<file path="src/spg_pkg.sv">
// Constants shared by the switch PWM and pin-function configuration block.
package spg_pkg;

    // ============================================================
    // Clock and timing
    localparam int unsigned CLK_HZ          = 250_000_000;
    localparam int unsigned PWM_STEPS       = 255;
    localparam int unsigned PWM_RATE_LO_HZ  = 200;
    localparam int unsigned PWM_RATE_HI_HZ  = 400;
    localparam int unsigned PWM_STEP_LO_CYC = CLK_HZ / (PWM_RATE_LO_HZ * PWM_STEPS);
    localparam int unsigned PWM_STEP_HI_CYC = CLK_HZ / (PWM_RATE_HI_HZ * PWM_STEPS);
    localparam int unsigned WAKE_FILT_US    = 16;
    localparam int unsigned WAKE_FILT_CYC   = (WAKE_FILT_US * (CLK_HZ / 1_000_000));
    localparam int unsigned FO_PERIOD_CYC   = 1000;

    // ============================================================
    // Register addresses (7-bit frame address)
    localparam logic [6:0] ADDR_PIN_FN   = 7'h17;
    localparam logic [6:0] ADDR_DUTY_ONE = 7'h18;
    localparam logic [6:0] ADDR_DUTY_TWO = 7'h19;
    localparam logic [6:0] ADDR_FREQ     = 7'h1C;
    localparam logic [6:0] ADDR_SCRATCH  = 7'h1E;
    localparam logic [6:0] ADDR_EVT_STAT = 7'h40;

    // ============================================================
    // Reset values and field positions
    localparam logic [7:0] RST_CFG           = 8'h00;
    localparam logic [7:0] EVT_STAT_CLR_MASK = 8'hFF;
    localparam int unsigned FN_FO_DUTY_LSB   = 6;
    localparam int unsigned FN_PIN2_LSB      = 3;
    localparam int unsigned FN_PIN1_LSB      = 0;
    localparam int unsigned FREQ_ONE_BIT     = 0;
    localparam int unsigned FREQ_TWO_BIT     = 2;
    localparam int unsigned FRAME_MODE_BIT   = 7;
    localparam int unsigned FRAME_DATA_LSB   = 8;
    localparam logic [4:0] FRAME_BITS        = 5'h10;
    localparam logic [4:0] FRAME_ADDR_BITS   = 5'h08;

    // ============================================================
    // Function codes
    localparam logic [2:0] PIN2_OFF      = 3'h4;
    localparam logic [2:0] PIN2_WAKE     = 3'h5;
    localparam logic [2:0] PIN2_LOW_ON   = 3'h6;
    localparam logic [2:0] PIN2_HIGH_ON  = 3'h7;
    localparam logic [2:0] HS_SEL_PWM_ONE = 3'h4;
    localparam logic [2:0] HS_SEL_PWM_TWO = 3'h5;
    localparam int unsigned NUM_HS       = 4;

    // Fail-output on-time divisors for 20 %, 10 %, 5 % and 2.5 %.
    localparam int unsigned FO_DIV_0 = 5;
    localparam int unsigned FO_DIV_1 = 10;
    localparam int unsigned FO_DIV_2 = 20;
    localparam int unsigned FO_DIV_3 = 40;

endpackage : spg_pkg

</file>
<file path="src/spg_pwm_chan.sv">
// One free-running 8-bit duty PWM channel with 200 / 400 Hz period select.
module spg_pwm_chan #(
    parameter int unsigned STEP_LO_CYC = spg_pkg::PWM_STEP_LO_CYC,
    parameter int unsigned STEP_HI_CYC = spg_pkg::PWM_STEP_HI_CYC
) (
    input  wire logic       clk_sys,
    input  wire logic       rst,
    input  wire logic [7:0] duty,
    input  wire logic       rate_sel,
    output logic            pwm_out
);
    import spg_pkg::*;

    // ============================================================
    // Elaboration checks
    if (STEP_LO_CYC < 1 || STEP_HI_CYC < 1 || STEP_LO_CYC > 65535 || STEP_HI_CYC > 65535) begin : g_chk
        $error("spg_pwm_chan: step counts must lie in 1..65535");
    end

    logic [15:0] pre_q;
    logic [15:0] pre_d;
    logic [7:0]  step_q;
    logic [7:0]  step_d;
    logic [15:0] pre_top;
    logic        step_tick;

    // ============================================================
    // Step prescaler: a period is 255 steps, so the rate select picks the step length.
    assign pre_top   = rate_sel ? 16'(STEP_HI_CYC - 1) : 16'(STEP_LO_CYC - 1);
    assign step_tick = (pre_q >= pre_top);
    assign pre_d     = step_tick ? 16'h0000 : pre_q + 16'h0001;
    assign step_d    = !step_tick ? step_q : (step_q == 8'hFE) ? 8'h00 : step_q + 8'h01;

    // Counter and output flop; the output is a register so it never glitches.
    always_ff @(posedge clk_sys) begin
        if (rst) begin
            pre_q   <= 16'h0000;
            step_q  <= 8'h00;
            pwm_out <= 1'b0;
        end else begin
            pre_q   <= pre_d;
            step_q  <= step_d;
            pwm_out <= (step_q < duty);
        end
    end

    // ============================================================
    // Assertions
    property p_duty_zero_off;
        @(posedge clk_sys) disable iff (rst)
        (duty == 8'h00) |=> !pwm_out;
    endproperty
    a_duty_zero_off: assert property (p_duty_zero_off) else $error("PWM high with zero duty.");

    property p_duty_full_on;
        @(posedge clk_sys) disable iff (rst)
        (duty == 8'hFF) |=> pwm_out;
    endproperty
    a_duty_full_on: assert property (p_duty_full_on) else $error("PWM low with full duty.");

    property p_step_bound;
        @(posedge clk_sys) disable iff (rst)
        (step_q <= 8'hFE) && (pre_q <= pre_top || $changed(rate_sel) || $past(rate_sel) != rate_sel);
    endproperty
    a_step_bound: assert property (p_step_bound) else $error("PWM step counter out of range.");

endmodule : spg_pwm_chan

</file>
<file path="src/spg_top.sv">
// Switch PWM, fail-output and pin-function configuration with its 16-bit serial register port.
//
// Notes on behaviour
// - Fail duty field codes 00,01,10,11 give 20, 10, 5 and 2.5 percent.
// - Second pin codes 000 to 011 carry the fail output; 100 leaves it off.
// - Second pin code 101 is filtered wake input, 110 low-side on, 111 high-side on.
// - First PWM duty: zero fully off, 255 fully on, else N/255 on.
// - Second PWM runs independently with the same duty encoding.
// - Rate bit 0 (first) and bit 2 (second): clear 200 Hz, set 400 Hz.
// - Reserved rate register bits read zero and ignore writes.
// - Pin-function, duty and rate registers clear on power-on and soft reset only.
// - Scratch byte clears on power-on reset only, surviving soft reset.
// - Scratch byte accessible only in normal mode; hardware never changes it.
// - Fail-safe or restart mode leaves the scratch byte untouched.
// - Each access is a 16-bit frame: 7-bit address, mode bit, data byte.
// - Data bits D0 to D7 sit at frame bits 8 to 15.
// - Status access with mode bit zero returns the byte unchanged.
// - Status access with mode bit one returns the byte, then clears clearable bits.
// - Status flags stay set until cleared over the serial port or by soft reset.
// - High-side selector 100 takes the first PWM, 101 the second.
module spg_top #(
    parameter int unsigned STEP_LO_CYC = spg_pkg::PWM_STEP_LO_CYC,
    parameter int unsigned STEP_HI_CYC = spg_pkg::PWM_STEP_HI_CYC,
    parameter int unsigned FO_PERIOD   = spg_pkg::FO_PERIOD_CYC
) (
    input  wire logic                          clk_sys,
    input  wire logic                          rst,
    input  wire logic                          spi_csn_n,
    input  wire logic                          spi_sclk,
    input  wire logic                          spi_sdi,
    output logic                               spi_sdo,
    output logic                               spi_sdo_oe,
    input  wire logic                          normal_mode,
    input  wire logic                          soft_rst_req,
    input  wire logic                          fail_active,
    input  wire logic [3*spg_pkg::NUM_HS-1:0]  hs_select,
    input  wire logic [7:0]                    event_set,
    input  wire logic                          wake_pin,
    output logic                               pwm_one_out,
    output logic                               pwm_two_out,
    output logic [spg_pkg::NUM_HS-1:0]         hs_pwm_drive,
    output logic [2:0]                         first_pin_function,
    output logic                               second_pin_fo_out,
    output logic                               second_pin_ls_on,
    output logic                               second_pin_hs_on,
    output logic                               wake_level,
    output logic                               wake_evt
);
    import spg_pkg::*;

    // ============================================================
    // Elaboration checks
    if (FO_PERIOD < FO_DIV_3 || FO_PERIOD > 65535) begin : g_chk
        $error("spg_top: FO_PERIOD must lie in 40..65535");
    end

    // ============================================================
    // Pin synchronisers: three stages, a level counts once stages two and three agree.
    logic [3:0] pin_s1_q;
    logic [3:0] pin_s2_q;
    logic [3:0] pin_s3_q;
    logic [3:0] pin_f_q;
    logic [3:0] pin_raw;

    assign pin_raw = {wake_pin, spi_sdi, spi_sclk, spi_csn_n};

    // Stage one feeds only stage two; the agreement test reads stages two and three.
    always_ff @(posedge clk_sys) begin
        if (rst) begin
            pin_s1_q <= 4'h1;  // Idle levels, so no false clock or wake edge follows reset.
            pin_s2_q <= 4'h1;
            pin_s3_q <= 4'h1;
            pin_f_q  <= 4'h1;
        end else begin
            pin_s1_q <= pin_raw;
            pin_s2_q <= pin_s1_q;
            pin_s3_q <= pin_s2_q;
            pin_f_q  <= (pin_s2_q & ~(pin_s2_q ^ pin_s3_q)) | (pin_f_q & (pin_s2_q ^ pin_s3_q));
        end
    end

    logic cs_fall;
    logic cs_rise;
    logic sclk_rise;
    logic sclk_fall;
    logic cs_act;

    assign cs_act    = !pin_f_q[0];
    assign cs_fall   = pin_f_q[0] && !pin_s2_q[0] && !pin_s3_q[0];
    assign cs_rise   = !pin_f_q[0] && pin_s2_q[0] && pin_s3_q[0];
    assign sclk_rise = cs_act && !pin_f_q[1] && pin_s2_q[1] && pin_s3_q[1];
    assign sclk_fall = cs_act && pin_f_q[1] && !pin_s2_q[1] && !pin_s3_q[1];

    // ============================================================
    // Frame shifter: bits arrive least significant first, bit n into position n.
    logic [15:0] rx_q;
    logic [15:0] tx_q;
    logic [4:0]  bit_cnt_q;
    logic [7:0]  rd_data;
    logic [6:0]  frm_addr;
    logic        frm_mode;
    logic [7:0]  frm_data;
    logic        frm_done;

    assign frm_addr = rx_q[6:0];
    assign frm_mode = rx_q[FRAME_MODE_BIT];
    assign frm_data = rx_q[FRAME_DATA_LSB +: 8];
    assign frm_done = cs_rise && (bit_cnt_q == FRAME_BITS);

    // The read byte is latched on the edge that takes the mode bit, so it reflects
    // the register before any clear or write of this same frame.
    always_ff @(posedge clk_sys) begin
        if (rst) begin
            rx_q      <= 16'h0000;
            tx_q      <= 16'h0000;
            bit_cnt_q <= 5'h00;
            spi_sdo   <= 1'b0;
        end else if (cs_fall) begin
            rx_q      <= 16'h0000;
            tx_q      <= 16'h0000;
            bit_cnt_q <= 5'h00;
            spi_sdo   <= 1'b0;
        end else if (sclk_rise && bit_cnt_q < FRAME_BITS) begin
            rx_q[bit_cnt_q[3:0]] <= pin_f_q[2];
            bit_cnt_q            <= bit_cnt_q + 5'h01;
            if (bit_cnt_q == FRAME_ADDR_BITS - 5'h01) begin
                tx_q[FRAME_DATA_LSB +: 8] <= rd_data;
            end
        end else if (sclk_fall && bit_cnt_q < FRAME_BITS) begin
            spi_sdo <= tx_q[bit_cnt_q[3:0]];
        end
    end

    assign spi_sdo_oe = cs_act;

    // ============================================================
    // Register decode. Mode bit one marks a write on configuration registers.
    logic [7:0] pin_fn_q;
    logic [7:0] duty_one_q;
    logic [7:0] duty_two_q;
    logic [1:0] rate_q;
    logic [7:0] scratch_q;
    logic [7:0] evt_q;
    logic [7:0] rate_rd;
    logic       wr_cfg;
    logic       wr_pin_fn;
    logic       wr_duty_one;
    logic       wr_duty_two;
    logic       wr_rate;
    logic       wr_scratch;
    logic       clr_evt;

    assign wr_cfg      = frm_done && frm_mode;
    assign wr_pin_fn   = wr_cfg && (frm_addr == ADDR_PIN_FN);
    assign wr_duty_one = wr_cfg && (frm_addr == ADDR_DUTY_ONE);
    assign wr_duty_two = wr_cfg && (frm_addr == ADDR_DUTY_TWO);
    assign wr_rate     = wr_cfg && (frm_addr == ADDR_FREQ);
    assign wr_scratch  = wr_cfg && (frm_addr == ADDR_SCRATCH) && normal_mode;
    assign clr_evt     = wr_cfg && (frm_addr == ADDR_EVT_STAT);

    // Reserved rate bits are not stored and read back as zero.
    assign rate_rd = {5'h00, rate_q[1], 1'b0, rate_q[0]};

    // Read mux; unmapped addresses and a locked scratch byte answer zero.
    assign rd_data = (frm_addr == ADDR_PIN_FN)   ? pin_fn_q :
                     (frm_addr == ADDR_DUTY_ONE) ? duty_one_q :
                     (frm_addr == ADDR_DUTY_TWO) ? duty_two_q :
                     (frm_addr == ADDR_FREQ)     ? rate_rd :
                     (frm_addr == ADDR_SCRATCH)  ? (normal_mode ? scratch_q : 8'h00) :
                     (frm_addr == ADDR_EVT_STAT) ? evt_q : 8'h00;

    // Configuration registers: cleared by power-on and soft reset, kept through restart.
    always_ff @(posedge clk_sys) begin
        if (rst || soft_rst_req) begin
            pin_fn_q   <= RST_CFG;
            duty_one_q <= RST_CFG;
            duty_two_q <= RST_CFG;
            rate_q     <= 2'b00;
        end else begin
            if (wr_pin_fn) pin_fn_q <= frm_data;
            if (wr_duty_one) duty_one_q <= frm_data;
            if (wr_duty_two) duty_two_q <= frm_data;
            if (wr_rate) rate_q <= {frm_data[FREQ_TWO_BIT], frm_data[FREQ_ONE_BIT]};
        end
    end

    // Scratch byte: only power-on reset and a normal-mode write change it; soft
    // reset, fail-safe and restart have no path in.
    always_ff @(posedge clk_sys) begin
        if (rst) begin
            scratch_q <= RST_CFG;
        end else if (wr_scratch) begin
            scratch_q <= frm_data;
        end
    end

    // Sticky event status: a new event in the clearing cycle survives the clear.
    always_ff @(posedge clk_sys) begin
        if (rst || soft_rst_req) begin
            evt_q <= RST_CFG;
        end else begin
            evt_q <= (evt_q & ~(clr_evt ? EVT_STAT_CLR_MASK : 8'h00)) | event_set;
        end
    end

    // ============================================================
    // PWM channels and high-side routing
    spg_pwm_chan #(
        .STEP_LO_CYC (STEP_LO_CYC),
        .STEP_HI_CYC (STEP_HI_CYC)
    ) u_pwm_one (
        .clk_sys  (clk_sys),
        .rst      (rst),
        .duty     (duty_one_q),
        .rate_sel (rate_q[0]),
        .pwm_out  (pwm_one_out)
    );

    spg_pwm_chan #(
        .STEP_LO_CYC (STEP_LO_CYC),
        .STEP_HI_CYC (STEP_HI_CYC)
    ) u_pwm_two (
        .clk_sys  (clk_sys),
        .rst      (rst),
        .duty     (duty_two_q),
        .rate_sel (rate_q[1]),
        .pwm_out  (pwm_two_out)
    );

    for (genvar g = 0; g < NUM_HS; g++) begin : g_hs
        assign hs_pwm_drive[g] = ((hs_select[3*g +: 3] == HS_SEL_PWM_ONE) && pwm_one_out) ||
                                 ((hs_select[3*g +: 3] == HS_SEL_PWM_TWO) && pwm_two_out);
    end

    // ============================================================
    // Fail-output modulator and second pin function
    logic [1:0]  fo_duty;
    logic [2:0]  pin2_fn;
    logic [15:0] fo_cnt_q;
    logic [15:0] fo_on;
    logic        pin2_is_fo;

    assign fo_duty            = pin_fn_q[FN_FO_DUTY_LSB +: 2];
    assign pin2_fn            = pin_fn_q[FN_PIN2_LSB +: 3];
    assign first_pin_function = pin_fn_q[FN_PIN1_LSB +: 3];
    assign pin2_is_fo         = !pin2_fn[2];
    assign fo_on = (fo_duty == 2'b00) ? 16'(FO_PERIOD / FO_DIV_0) :
                   (fo_duty == 2'b01) ? 16'(FO_PERIOD / FO_DIV_1) :
                   (fo_duty == 2'b10) ? 16'(FO_PERIOD / FO_DIV_2) : 16'(FO_PERIOD / FO_DIV_3);

    // The fail output blinks at a fixed period with the chosen on share.
    always_ff @(posedge clk_sys) begin
        if (rst) begin
            fo_cnt_q          <= 16'h0000;
            second_pin_fo_out <= 1'b0;
            second_pin_ls_on  <= 1'b0;
            second_pin_hs_on  <= 1'b0;
        end else begin
            fo_cnt_q          <= (fo_cnt_q >= 16'(FO_PERIOD - 1)) ? 16'h0000 : fo_cnt_q + 16'h0001;
            second_pin_fo_out <= pin2_is_fo && fail_active && (fo_cnt_q < fo_on);
            second_pin_ls_on  <= (pin2_fn == PIN2_LOW_ON);
            second_pin_hs_on  <= (pin2_fn == PIN2_HIGH_ON);
        end
    end

    // ============================================================
    // Wake input static filter: a new level must hold for the full filter time.
    logic [11:0] wk_cnt_q;
    logic        wake_en;

    assign wake_en = (pin2_fn == PIN2_WAKE);

    always_ff @(posedge clk_sys) begin
        if (rst) begin
            wk_cnt_q   <= 12'h000;
            wake_level <= 1'b0;
            wake_evt   <= 1'b0;
        end else begin
            wake_evt <= 1'b0;
            if (!wake_en || pin_f_q[3] == wake_level) begin
                wk_cnt_q <= 12'h000;
            end else if (wk_cnt_q >= 12'(WAKE_FILT_CYC - 1)) begin
                wk_cnt_q   <= 12'h000;
                wake_level <= pin_f_q[3];
                wake_evt   <= 1'b1;
            end else begin
                wk_cnt_q <= wk_cnt_q + 12'h001;
            end
        end
    end

    // ============================================================
    // Assertions
    property p_scratch_keeps;
        @(posedge clk_sys) disable iff (rst)
        !wr_scratch |=> $stable(scratch_q);
    endproperty
    a_scratch_keeps: assert property (p_scratch_keeps) else $error("Scratch byte changed without a write.");

    property p_scratch_locked;
        @(posedge clk_sys) disable iff (rst)
        !normal_mode |=> $stable(scratch_q);
    endproperty
    a_scratch_locked: assert property (p_scratch_locked) else $error("Scratch write outside normal mode.");

    property p_soft_clears_cfg;
        @(posedge clk_sys) disable iff (rst)
        soft_rst_req |=> (pin_fn_q == 8'h00) && (duty_one_q == 8'h00) && (rate_rd == 8'h00);
    endproperty
    a_soft_clears_cfg: assert property (p_soft_clears_cfg) else $error("Soft reset left configuration set.");

    property p_rate_reserved_zero;
        @(posedge clk_sys) disable iff (rst)
        (rate_rd & 8'hFA) == 8'h00;
    endproperty
    a_rate_reserved_zero: assert property (p_rate_reserved_zero) else $error("Reserved rate bit read set.");

    property p_evt_set_wins;
        @(posedge clk_sys) disable iff (rst || soft_rst_req)
        (event_set != 8'h00) |=> ((evt_q & $past(event_set)) == $past(event_set));
    endproperty
    a_evt_set_wins: assert property (p_evt_set_wins) else $error("Status event lost.");

    property p_evt_read_keeps;
        @(posedge clk_sys) disable iff (rst || soft_rst_req)
        !clr_evt |=> ((evt_q & $past(evt_q)) == $past(evt_q));
    endproperty
    a_evt_read_keeps: assert property (p_evt_read_keeps) else $error("Status bit dropped without a clear.");

    property p_evt_clear;
        @(posedge clk_sys) disable iff (rst || soft_rst_req)
        (clr_evt && event_set == 8'h00) |=> ((evt_q & EVT_STAT_CLR_MASK) == 8'h00);
    endproperty
    a_evt_clear: assert property (p_evt_clear) else $error("Read-clear left a bit set.");

    property p_pin2_off;
        @(posedge clk_sys) disable iff (rst)
        (pin2_fn == PIN2_OFF) [*2] |-> !second_pin_fo_out && !second_pin_ls_on && !second_pin_hs_on;
    endproperty
    a_pin2_off: assert property (p_pin2_off) else $error("Second pin active while off.");

    property p_hs_route;
        @(posedge clk_sys) disable iff (rst)
        (hs_select[5:3] == HS_SEL_PWM_TWO) |-> (hs_pwm_drive[1] == pwm_two_out);
    endproperty
    a_hs_route: assert property (p_hs_route) else $error("High-side switch not following second PWM.");

    property p_frame_write;
        @(posedge clk_sys) disable iff (rst || soft_rst_req)
        (frm_done && frm_mode && frm_addr == ADDR_DUTY_ONE) |=> (duty_one_q == $past(frm_data));
    endproperty
    a_frame_write: assert property (p_frame_write) else $error("Duty write not taken from data byte.");

endmodule : spg_top

</file>
<file path="config.mk">
export PLATFORM = sky130hd
export DESIGN_NAME = spg_top
export DESIGN_NICKNAME = d
export VERILOG_FILES = /design/src/spg_pkg.sv /design/src/spg_pwm_chan.sv /design/src/spg_top.sv
export SDC_FILE = /design/constraint.sdc
export NUM_CORES = 1
export LEC_CHECK = 0
export ABC_AREA = 1
export BUFFER_PORTS_ARGS = -buffer_cell sky130_fd_sc_hd__buf_2
export CORE_UTILIZATION = 55
export DETAILED_ROUTE_END_ITERATION = 8
export PLACE_DENSITY = 0.81
export SLEW_MARGIN = 25
export SYNTH_ARGS = -nofsm -noshare
export SYNTH_HDL_FRONTEND = slang
export SYNTH_SLANG_ARGS = --single-unit
export TNS_END_PERCENT = 50
</file>
<file path="constraint.sdc">
create_clock -name clk_sys -period 2 [get_ports clk_sys]
set_clock_uncertainty 0.15 [all_clocks]
set_input_delay 0.1 -clock clk_sys [delete_from_list [all_inputs] [get_ports clk_sys]]
set_output_delay 0.1 -clock clk_sys [all_outputs]
set_load 0.03 [all_outputs]
</file>
==> results.tsv <==
metric	value	unit
status	completed	
Reg2Reg Depth	12	
Hold WS	0.111	ns
clk slew on worst S/H paths	0.07	ns
Design Area, Final	9960	um2
first-pass GRT wire length	32.7	mm
Cell Area, Synth	8430	um2
TritonCTS clock tree	built	
All-Layer GR Usage	25.3	%
Worst Hold Endpoint	tx_q[14]	
worst r2r dst	u_pwm_two.pre_q[9]	
Post-synth EDFFs	0	
top cells by area, synth	dfxtp_1 (41%), nand2_1 (8.1%), ha_1 (8.0%)	
total congestion overflow	0	
sequential share of the synthesized area	40.6	%
Sink Count	171	
Cell Area, Placed	9110	um2
die height	126	um
period utilization	95.6	%
worst min path class	in2reg	
vias in the first global route	7204	
share of cells above drive strength 1	12.6	%
Mean Syn Cell Area	7.33	um2
post-place setup slack	-0.0614	ns
leakage power	4.04	nW
Root Driver	clkbuf_16	
Max Clk Rate	0.523	GHz
Fin. Hold Viols	0	
Via density	5.31	
Clk pwr share	46.7	%
yosys synthesis warning count	0	
final worst slack	0.0885	ns
initial core utilization	57.2	%
dominant cell type by area after synthesis	dfxtp_1	
DR DRC count	0	
P_int	5.35	mW
H-Tree Depth	4	
worst skew pair latency	0.43	ns
overall die width	126	um
row cnt	44	
Bufs on Longest Clock Path	2	
switch share	24.0	%
Mapped Cells	1150	
worst vdd ir	0.669	mV
combinational share of power	3.9	%
Synth cell types	38	
initial antenna violation count	0	
RR Startpoint	rate_q[1]	
Top Ports	45	
Slew @ Worst Pin	0.581	ns
Worst Hold Path Cells	9	
CP Max Fanout	14	
ant diodes	0	
DR pass1 iterations	5	
port buffer count	44	
gp weighted congestion	0.904	
Worst Path Required	2.20	ns
Worst Hold Launch	normal_mode	
Die ar.	15800	um2
ys async rst share	0	%
Flop pwr share	49.4	%
core region area	14800	um2
Post-synth top cells	nand2_1 (181), dfxtp_1 (171), inv_1 (159)	
Setup Crit Path Kind	reg2reg	
Setup crit end kind	flop	
total routed wirelength	19.1	mm
DRT iter0 DRCs	679	
most numerous cell in the Yosys netlist	nand2_1	
max-cap violations	0	
Final #Nets	1336	
TritonCTS Buffers	17	
total power	7.04	mW
Final HPWL DP	13.8	mm
crit path time final	1.91	ns
Synth top area share	40.6	%
R2R setup slack	0.09	ns
PwrDens	707	nW/um2
Worst slew margin	61.2	%
largest net degree at the start of global routing	31	
Via Count	7699	
area delta synth->final	18.1	%
arrival time worst endpoint	2.11	ns
wire per inst	13.2	um
post-route antenna net violation count	0	
fin. max-slew vios	0	
Synth Register Bits	171	
Sw Pwr	1.69	mW
RSZ-0062 raised after global routing	yes	
top_reg_cell synth	dfxtp_1	
Final setup viols	0	
crit path launch type	flop	
## final cells by class
type,count,area [um2]
Clock inverter,15,175
Timing Repair Buffer,102,726
Inverter,160,601
Sequential cell,171,3430
Fill cell,1241,4800
Multi-Input combinational cell,801,4370
Tap cell,184,230
Clock buffer,17,425
## cells in the final DEF (no fill, tap or decap), types with 34 or more instances in the layout
cell and n:
nand2_1 177, dfxtp_1 168, inv_1 158, nor2_1 150, a21oi_1 105, nand3_1 68
o21ai_0 66, ha_1 54, buf_2 44, nand4_1 42, buf_4 39, nor3_1 34
## what timing repair did
| action | 4_1_cts | 5_1_grt |
|---|---|---|
| pin swaps | 0 | 2 |
| cloned | 0 | 0 |
| resized for setup | 3 | 17 |
| setup endpoints to repair | 9 | 73 |
| setup buffers | 0 | 3 |
| hold endpoints to repair | 34 | 0 |
| hold buffers | 15 | 0 |
## per-stage QoR
step,utilization [%],cells,setup TNS [ns]
2_1_floorplan,-,1159,0
3_3_place_gp,61.7,1400,0
3_5_place_dp,61.7,1400,-0.252
4_1_cts,66.9,1447,-0.00163
5_1_grt,67.5,1450,-0.127
6_report,67.5,1450,0
## per-layer routing
layer | vias to the layer above | routed length, um | track usage [%]
met3 | 36 | 1030 | 4.76
met2 | 207 | 9100 | 42.4
met1 | 3481 | 8600 | 32.9
met5 | - | 0 | 0
li1 | 3975 | - | -
met4 | 0 | 395 | 8.58
## how the worst max path moves through the flow
| stage | cells past startpoint | to | from |
|---|---|---|---|
| 6_report | 12 | u_pwm_two.pre_q[9] | rate_q[1] |
| 5_1_grt | 8 | u_pwm_two.pre_q[9] | rate_q[1] |
| 4_1_cts | 8 | evt_q[3] | bit_cnt_q[0] |
| 3_5_place_dp | 10 | u_pwm_one.step_q[5] | rate_q[0] |
| 3_3_place_gp | 10 | u_pwm_one.step_q[1] | rate_q[0] |
| 2_1_floorplan | 10 | u_pwm_two.pre_q[12] | rate_q[1] |
## registers in the layout, indices dropped and copies added, names as in the netlist, 2 cells and up, named ones only
signal	count
u_pwm_two.step_q	8
rate_q	2
pin_s2_q	4
wk_cnt_q	12
pin_s1_q	4
bit_cnt_q	5
pin_s3_q	4
u_pwm_two.pre_q	16
evt_q	8
u_pwm_one.pre_q	16
duty_two_q	8
tx_q	8
scratch_q	8
u_pwm_one.step_q	8
rx_q	16
duty_one_q	8
pin_fn_q	8
fo_cnt_q	16
## worst max-delay path, stage by stage, from the launching register on
cell	delay, ns
dfxtp_1	0.32
buf_4	0.15
ha_1	0.26
inv_1	0.07
nor2_1	0.06
nand2_1	0.06
nand2_1	0.05
nand2_1	0.06
nand2_1	0.06
nand2_2	0.08
nand4_1	0.18
buf_12	0.22
nor3_1	0.11
## power groups by stage
stage	clock [mW]	sequential [mW]	combinational, mW
floorplan	0	3.56	0.149
CTS	3.34	3.48	0.271
global route	3.50	3.49	0.308
finish	3.28	3.48	0.274
global placement	0	3.56	0.237
detailed placement	0	3.56	0.244
## logic make-up (layout without fill, tap and decap cells)
logic type	Yosys count	in the layout	share of synthesized area, %
AO/OA/AOI/OAI	196	196	12.3
XOR/XNOR	28	28	2.91
adder cells (fa/ha/maj)	54	54	8.01
buffers and inverters	187	294	8.74
flip-flops	171	171	40.6
other	1	10	0.0445
AND/OR/NAND/NOR	513	513	27.4
Power figures use the tool's default switching activity.
